--- src/design/wdtu_consts.svh ---
`ifndef WDTU_CONSTS_SVH
`define WDTU_CONSTS_SVH

// Register word addresses on the plain register port
`define WDTU_ADDR_CTRL      8'h00
`define WDTU_ADDR_CAUSE     8'h04

// Field positions of watchdog_control_status
`define WDTU_CS_IRQ_FLAG    7
`define WDTU_CS_IRQ_EN      6
`define WDTU_CS_PS_HI       5
`define WDTU_CS_CHG_EN      4
`define WDTU_CS_RST_EN      3
`define WDTU_CS_PS_LO_MSB   2

// Field position of watchdog_reset_flag in reset_cause_status
`define WDTU_RC_RST_FLAG    3

// Reset values
`define WDTU_PS_RESET       4'h0
`define WDTU_CE_IDLE        3'h0

// Prescale table: shortest count, doubling per code up to the last legal code
`define WDTU_TMO_BASE       21'h0_0800
`define WDTU_TMO_TOP        21'h10_0000
`define WDTU_PS_MAX         4'h9

// Oscillator and time-out range
`define WDTU_OSC_KHZ        128
`define WDTU_TMO_MIN_MS     16
`define WDTU_TMO_MAX_MS     8000

// Protected change window, in system clocks
`define WDTU_CE_CYCLES      3'h4

// System clock and start-up delay period
`define WDTU_CLK_MHZ        20
`define WDTU_STARTUP_US     100
`define WDTU_STARTUP_CYC    (`WDTU_STARTUP_US * `WDTU_CLK_MHZ)

`endif

--- src/design/wdtu_pkg.sv ---
package wdtu_pkg;

	// Reset sequencer: idle, one-clock pulse, start-up delay
	typedef enum logic [1:0]
	{
		WDTU_IDLE  = 2'b00,
		WDTU_PULSE = 2'b01,
		WDTU_DELAY = 2'b10
	} wdtu_rst_state_type;

endpackage

--- src/design/wdtu_core.sv ---
// Implementation choices: the placing of the registers and the plain strobed port.
`include "wdtu_consts.svh"

module wdtu_core
	import wdtu_pkg::*;
#(
	parameter int STARTUP_CYCLES = `WDTU_STARTUP_CYC
)
(
	input  wire logic       sys_clk,
	input  wire logic       reset_n,
	input  wire logic       oscClk,
	input  wire logic       alwaysOnFuse,
	input  wire logic       restartCmd,
	input  wire logic       vectorAck,
	input  wire logic [7:0] regAddr,
	input  wire logic [7:0] regWrData,
	input  wire logic       regWrEn,
	input  wire logic       regRdEn,
	output logic      [7:0] regRdData_q,
	output logic            irqRequest_q,
	output logic            sysResetPulse_q,
	output logic            internalReset_q
);

	// Count of oscillator ticks for a prescale code; reserved codes use the longest
	function automatic logic [20:0] tmoLimit(input logic [3:0] code);
		if (code > `WDTU_PS_MAX)
			tmoLimit = `WDTU_TMO_TOP;
		else
			tmoLimit = `WDTU_TMO_BASE << code;
	endfunction

	// Synchronisers for the oscillator and the fuse level
	logic oscS1_q;
	logic oscS2_q;
	logic oscS3_q;
	logic fuseS1_q;
	logic fuseS2_q;
	logic oscS1_d;
	logic oscS2_d;
	logic oscS3_d;
	logic fuseS1_d;
	logic fuseS2_d;
	logic oscTick;

	// Control and status state
	logic       irqFlag_q;
	logic       irqEn_q;
	logic       resetEn_q;
	logic       rstFlag_q;
	logic [3:0] prescale_q;
	logic [2:0] ceCnt_q;
	logic       irqFlag_d;
	logic       irqEn_d;
	logic       resetEn_d;
	logic       rstFlag_d;
	logic [3:0] prescale_d;
	logic [2:0] ceCnt_d;
	logic       ctrlWr;
	logic       causeWr;
	logic       openWrite;
	logic       ceOpen;

	// Counter and reset sequencer state
	logic [20:0]        count_q;
	logic [20:0]        count_d;
	logic [15:0]        dlyCnt_q;
	logic [15:0]        dlyCnt_d;
	wdtu_rst_state_type state_q;
	wdtu_rst_state_type state_d;
	logic               timeout;
	logic               expIrq;
	logic               expRst;
	logic               irqRequest_d;
	logic               sysResetPulse_d;
	logic               internalReset_d;
	logic [7:0]         regRdData_d;

	// Two flops before any logic; edge detect reads only the second and third
	always_comb
	begin
		oscS1_d  = oscClk;
		oscS2_d  = oscS1_q;
		oscS3_d  = oscS2_q;
		fuseS1_d = alwaysOnFuse;
		fuseS2_d = fuseS1_q;
	end

	always_ff @(posedge sys_clk or negedge reset_n)
	begin
		if (!reset_n)
		begin
			oscS1_q  <= 1'b0;
			oscS2_q  <= 1'b0;
			oscS3_q  <= 1'b0;
			fuseS1_q <= 1'b0;
			fuseS2_q <= 1'b0;
		end
		else
		begin
			oscS1_q  <= oscS1_d;
			oscS2_q  <= oscS2_d;
			oscS3_q  <= oscS3_d;
			fuseS1_q <= fuseS1_d;
			fuseS2_q <= fuseS2_d;
		end
	end

	// One tick per oscillator rising edge; 128 kHz is far below sys_clk
	assign oscTick = oscS2_q & ~oscS3_q;

	// Expiry decode; stopped mode when neither enable is set
	always_comb
	begin
		timeout = oscTick && (resetEn_q || irqEn_q) && (state_q == WDTU_IDLE)
			&& (count_q >= tmoLimit(prescale_q) - 21'h0_0001);
		expIrq  = timeout && irqEn_q && (!resetEn_q || !irqFlag_q);
		expRst  = timeout && resetEn_q && (!irqEn_q || irqFlag_q);
	end

	// Register port decode
	assign ctrlWr    = regWrEn && (regAddr == `WDTU_ADDR_CTRL);
	assign causeWr   = regWrEn && (regAddr == `WDTU_ADDR_CAUSE);
	assign openWrite = ctrlWr && regWrData[`WDTU_CS_CHG_EN] && regWrData[`WDTU_CS_RST_EN];
	assign ceOpen    = (ceCnt_q != `WDTU_CE_IDLE);

	// Control bits: software first, hardware sets and forcing afterwards so they win
	always_comb
	begin
		irqFlag_d  = irqFlag_q;
		irqEn_d    = irqEn_q;
		resetEn_d  = resetEn_q;
		rstFlag_d  = rstFlag_q;
		prescale_d = prescale_q;
		ceCnt_d    = ceOpen ? ceCnt_q - 3'h1 : `WDTU_CE_IDLE;
		if (ctrlWr)
		begin
			if (regWrData[`WDTU_CS_IRQ_FLAG])
				irqFlag_d = 1'b0;
			irqEn_d = regWrData[`WDTU_CS_IRQ_EN];
			if (openWrite)
			begin
				ceCnt_d   = `WDTU_CE_CYCLES;
				resetEn_d = 1'b1;
			end
			else if (ceOpen && !regWrData[`WDTU_CS_CHG_EN])
			begin
				// Only inside the window may a write clear reset enable or move prescale
				resetEn_d  = regWrData[`WDTU_CS_RST_EN];
				prescale_d = {regWrData[`WDTU_CS_PS_HI],
					regWrData[`WDTU_CS_PS_LO_MSB:0]};
				ceCnt_d    = `WDTU_CE_IDLE;
			end
			else if (regWrData[`WDTU_CS_RST_EN])
				resetEn_d = 1'b1;
		end
		if (causeWr && !regWrData[`WDTU_RC_RST_FLAG])
			rstFlag_d = 1'b0;
		// Vectoring clears the flag; in combined mode it drops back to reset mode
		if (vectorAck && irqFlag_q)
		begin
			irqFlag_d = 1'b0;
			if (resetEn_q)
				irqEn_d = 1'b0;
		end
		if (expIrq)
			irqFlag_d = 1'b1;
		// A watchdog reset returns the control bits other than reset enable to their reset values
		if (expRst)
		begin
			rstFlag_d  = 1'b1;
			irqFlag_d  = 1'b0;
			irqEn_d    = 1'b0;
			prescale_d = `WDTU_PS_RESET;
			ceCnt_d    = `WDTU_CE_IDLE;
		end
		// Reset flag keeps the watchdog armed through repeated failures
		if (rstFlag_d)
			resetEn_d = 1'b1;
		if (fuseS2_q)
		begin
			resetEn_d = 1'b1;
			irqEn_d   = 1'b0;
		end
	end

	always_ff @(posedge sys_clk or negedge reset_n)
	begin
		if (!reset_n)
		begin
			irqFlag_q  <= 1'b0;
			irqEn_q    <= 1'b0;
			resetEn_q  <= 1'b0;
			rstFlag_q  <= 1'b0;
			prescale_q <= `WDTU_PS_RESET;
			ceCnt_q    <= `WDTU_CE_IDLE;
		end
		else
		begin
			irqFlag_q  <= irqFlag_d;
			irqEn_q    <= irqEn_d;
			resetEn_q  <= resetEn_d;
			rstFlag_q  <= rstFlag_d;
			prescale_q <= prescale_d;
			ceCnt_q    <= ceCnt_d;
		end
	end

	// Tick counter and reset sequencer
	always_comb
	begin
		count_d  = count_q;
		dlyCnt_d = dlyCnt_q;
		state_d  = state_q;
		if (restartCmd || timeout || (state_q != WDTU_IDLE) || !(resetEn_q || irqEn_q))
			count_d = 21'h0_0000;
		else if (oscTick)
			count_d = count_q + 21'h0_0001;
		case (state_q)
			WDTU_IDLE:
			begin
				if (expRst)
					state_d = WDTU_PULSE;
			end
			WDTU_PULSE:
			begin
				// Pulse ends here; its falling edge loads the delay
				state_d  = WDTU_DELAY;
				dlyCnt_d = 16'(STARTUP_CYCLES - 1);
			end
			WDTU_DELAY:
			begin
				if (dlyCnt_q == 16'h0000)
					state_d = WDTU_IDLE;
				else
					dlyCnt_d = dlyCnt_q - 16'h0001;
			end
			default:
			begin
				state_d = WDTU_IDLE;
			end
		endcase
		sysResetPulse_d = (state_d == WDTU_PULSE);
		internalReset_d = (state_d != WDTU_IDLE);
		// Level request works without clocks downstream, so it can wake from sleep
		irqRequest_d    = irqFlag_d && irqEn_d;
	end

	always_ff @(posedge sys_clk or negedge reset_n)
	begin
		if (!reset_n)
		begin
			count_q         <= 21'h0_0000;
			dlyCnt_q        <= 16'h0000;
			state_q         <= WDTU_IDLE;
			sysResetPulse_q <= 1'b0;
			internalReset_q <= 1'b0;
			irqRequest_q    <= 1'b0;
		end
		else
		begin
			count_q         <= count_d;
			dlyCnt_q        <= dlyCnt_d;
			state_q         <= state_d;
			sysResetPulse_q <= sysResetPulse_d;
			internalReset_q <= internalReset_d;
			irqRequest_q    <= irqRequest_d;
		end
	end

	// Read data valid the cycle after the strobe only; unmapped reads zero
	always_comb
	begin
		regRdData_d = 8'h00;
		if (regRdEn)
		begin
			case (regAddr)
				`WDTU_ADDR_CTRL:
				begin
					regRdData_d[`WDTU_CS_IRQ_FLAG]      = irqFlag_q;
					regRdData_d[`WDTU_CS_IRQ_EN]        = irqEn_q;
					regRdData_d[`WDTU_CS_PS_HI]         = prescale_q[3];
					regRdData_d[`WDTU_CS_CHG_EN]        = ceOpen;
					regRdData_d[`WDTU_CS_RST_EN]        = resetEn_q;
					regRdData_d[`WDTU_CS_PS_LO_MSB:0]   = prescale_q[2:0];
				end
				`WDTU_ADDR_CAUSE:
				begin
					regRdData_d[`WDTU_RC_RST_FLAG] = rstFlag_q;
				end
				default:
				begin
					regRdData_d = 8'h00;
				end
			endcase
		end
	end

	always_ff @(posedge sys_clk or negedge reset_n)
	begin
		if (!reset_n)
			regRdData_q <= 8'h00;
		else
			regRdData_q <= regRdData_d;
	end
endmodule // wdtu_core

--- config.mk ---
export PLATFORM = sky130hd
export DESIGN_NAME = wdtu_core
export DESIGN_NICKNAME = d
export VERILOG_FILES = /design/src/design/wdtu_pkg.sv /design/src/design/wdtu_core.sv
export VERILOG_INCLUDE_DIRS = /design/src /design/src/design
export SDC_FILE = /design/constraint.sdc
export NUM_CORES = 1
export LEC_CHECK = 0
export BUFFER_PORTS_ARGS = -buffer_cell sky130_fd_sc_hd__buf_2
export CAP_MARGIN = 40
export CORE_ASPECT_RATIO = 1.5
export CORE_MARGIN = 10
export CORE_UTILIZATION = 50
export DETAILED_ROUTE_END_ITERATION = 10
export PLACE_DENSITY = 0.78
export SLEW_MARGIN = 20
export SYNTH_ARGS = -nofsm -noshare
export SYNTH_HDL_FRONTEND = slang
export SYNTH_SLANG_ARGS = --single-unit
--- constraint.sdc ---
create_clock -name sys_clk -period 6.1 [get_ports sys_clk]
set_input_delay 0 -clock sys_clk [delete_from_list [all_inputs] [get_ports sys_clk]]
set_output_delay 0 -clock sys_clk [all_outputs]
set_load 0.1 [all_outputs]
==> flow_metrics.tcl <==
set metrics [dict create \
    status "complete, no violations" \
    avgSynthCellArea_um2 10.03 \
    r2r_cells 12 \
    cp.depth 12 \
    cts_max_level 3 \
    ios 35 \
    grt_pass1_wl_um 13050 \
    whs_ps 14.38 \
    dr.pass1.iters 4 \
    finalNetCount 432 \
    ant_nets 0 \
    fmax_ghz 0.2888 \
    die_y_um 121.7 \
    layout_common_cells "66 x dfrtp_1, 34 x buf_2, 29 x nor3_1" \
    power_density_nw_per_um2 221.7 \
    core-area_um2 6805 \
    ir_drop_uv 153.3 \
    hold_viol 0 \
    leakagePower_nw 1.825 \
    wl_um 7825 \
    syn2layout_area_growth_pct 16.97 \
    critPathMaxStageDelay_ps 610 \
    critPathTopFamily "compound AO/OA/AOI/OAI gates" \
    worstHoldPathType "in2reg" \
    synth_flop_cell "dfrtp_1" \
    numCtsBuffers 9 \
    max_slew.worst_pin.slew_ps 873.9 \
    synth_cells 344 \
    port_buffers 34 \
    hold_depth 5 \
    clk_pin_slew_ps 80 \
    synth.cell_area_um2 3450 \
    synth_cell_types 52 \
    async_flop_share_pct 100.0 \
    rsz0062_at_grt "no" \
    gp_congestion 0.8677 \
    wl_met3_um 333 \
    wl_met1_um 3146 \
    worst_setup_path_start_kind "flop" \
    ys_seq_area_share_pct 47.88 \
    finalSetupTns_ps 0 \
    synth_fp_nets 383 \
    die_x_um 87.82 \
    skew_ps 10.68 \
    grt_max_degree 43 \
    synth_edf_count 0 \
    yosys.area.top_type_share_pct 47.88 \
    drive_above_1_share_pct 15.83 \
    wl_per_cell_um 16.44 \
    routed-wl-met2_um 4140 \
    fin_crit_ps 3462 \
    cp_num_buf_inv 1 \
    worstSetupEndpointType "flop" \
    cts_tree "yes" \
    dieArea_um2 10690 \
    grt_antenna_before_repair 0 \
    crit_chain "or4_1, ha_1, nor3_1, a21o_1, a32oi_1, ha_1, a211oi_1, o21bai_1, a211oi_1, a21oi_1, buf_4, a2111oi_0" \
    yosys-top-cells-area "dfrtp_1 48%, ha_1 5.4%, nor3_1 4.2%, xnor2_1 3.6%, a21oi_1 3.2%" \
    critPathMaxFanout 12 \
    cp_data_required_time_ps 6330 \
    worstSetupPathType "reg2reg" \
    clock_latency_ps 350 \
    dpl.hpwl_um 5680 \
    root_buffer "clkbuf_8" \
    period_share_pct 56.76 \
    setup_viol 0 \
    final_common_cell "dfrtp_1" \
    grt_use_total_pct 15.12 \
    num_rows 37 \
    top_layer "met4" \
    drtIter0Drc 161 \
    routed_via_density 5.901 \
    grt_overflow 0 \
    relSlewSlack_pct 41.20 \
    maxCapViolations 0 \
    n_antenna_cell 0 \
    cts_sinks 66 \
    initial_core_util_pct 50.69 \
    crit_slowest_cell "or4_1" \
    drv_slew 0 \
    grt_pass1_vias 2786 \
    drc 0 \
    via_count 2809 \
    ys_ff_latch 66 \
    post_cts_buffers 0 \
    netlist.top_cell.by_area "dfrtp_1" \
    yosys_warnings 0 \
    cts_buffer_depth 2 \
    worstPathArrival_ps 3690 \
]
## power breakdown
group | switching, mW | total [mW] | internal, mW
registers | 0.00206 | 0.442 | 0.440
clock network | 0.173 | 0.415 | 0.242
logic | 0.0217 | 0.0374 | 0.0158
total | 0.197 | 0.895 | 0.698
## cells in the mapped netlist, drive strengths merged, types with 4 or more instances
cell type	count
xnor2	14
and4	4
inv	15
mux2i	6
and2	4
dfrtp	66
or4	7
nor2	23
and3	4
ha	15
nand2	24
nand2b	5
nor3	30
nor4	6
a21oi	22
o21ai	7
nand4	14
clkbuf	11
nand3	13
a211oi	5
xor2	12
## per-stage QoR
stage / power, mW / worst slack, ps / utilization, % / area [um^2] / instances
2_1_floorplan: 0.4615 / 2929 / - / 3450 / 344
3_3_place_gp: 0.4815 / 2581 / 53.78 / 3660 / 445
3_5_place_dp: 0.4826 / 2661 / 54.05 / 3679 / 447
4_1_cts: 0.8986 / 2644 / 59.29 / 4035 / 476
5_1_grt: 0.9226 / 2432 / 59.29 / 4035 / 476
6_report: 0.8946 / 2638 / 59.29 / 4035 / 476
## state kept, by name, summed over array words and instances, names as in the netlist
name / flops
ceCnt_q: 3
count_q: 21
dlyCnt_q: 16
fuseS1_q: 1
fuseS2_q: 1
internalReset_q: 1
irqEn_q: 1
irqFlag_q: 1
irqRequest_q: 1
oscS1_q: 1
oscS2_q: 1
oscS3_q: 1
prescale_q: 4
regRdData_q: 8
resetEn_q: 1
rstFlag_q: 1
state_q: 2
sysResetPulse_q: 1
## path summary, 6_finish.rpt
kind                          startpoint     endpoint  slack [ps]
min in group asynchronous        reset_n  dlyCnt_q[9]         180
max reg2reg                prescale_q[2]   ceCnt_q[0]        2640
min                           regAddr[3]    rstFlag_q          10
max                        prescale_q[2]   ceCnt_q[0]        2640
min reg2reg                     fuseS1_q     fuseS2_q         350
max in group asynchronous        reset_n  count_q[17]        4970
## timing repair
| item | CTS | global route |
|---|---|---|
| hold buffers | 13 | 0 |
| endpoints found under the hold margin | 40 | 0 |
| resized for setup | 0 | 0 |
## routing by layer
layer / GRT usage [%] / vias up
li1: - / 1348
met1: 17.17 / 1372
met2: 26.09 / 68
met3: 3.941 / 21
met4: 6.000 / 0
met5: 0 / -
## tightest hold or removal path: cells and delay by family
| family | cells | cell delay, ps |
|---|---|---|
| buffers and inverters | 1 | 80 |
| and+or+nand+nor | 4 | 250 |
## cells by family after synthesis
logic type      after synthesis  share of synthesized area (%)
simple gates                148                          24.27
flops                        66                          47.88
compound gates               53                          10.01
buf+inv                      29                          3.954
xor+xnor                     26                          6.601
fa+ha+maj                    15                          5.441
mux                           6                          1.741
other cells                   1                         0.1087
## cell type report
type	count	area, um^2
repair buffers	52	341.6
well taps	78	97.59
clock inverters	6	88.84
clock buffers	10	137.6
flip-flops and latches	66	1652
multi-input cells	249	1662
inverters	15	56.30
fillers	571	2770
No activity file was read; power rests on OpenSTA's default activity.
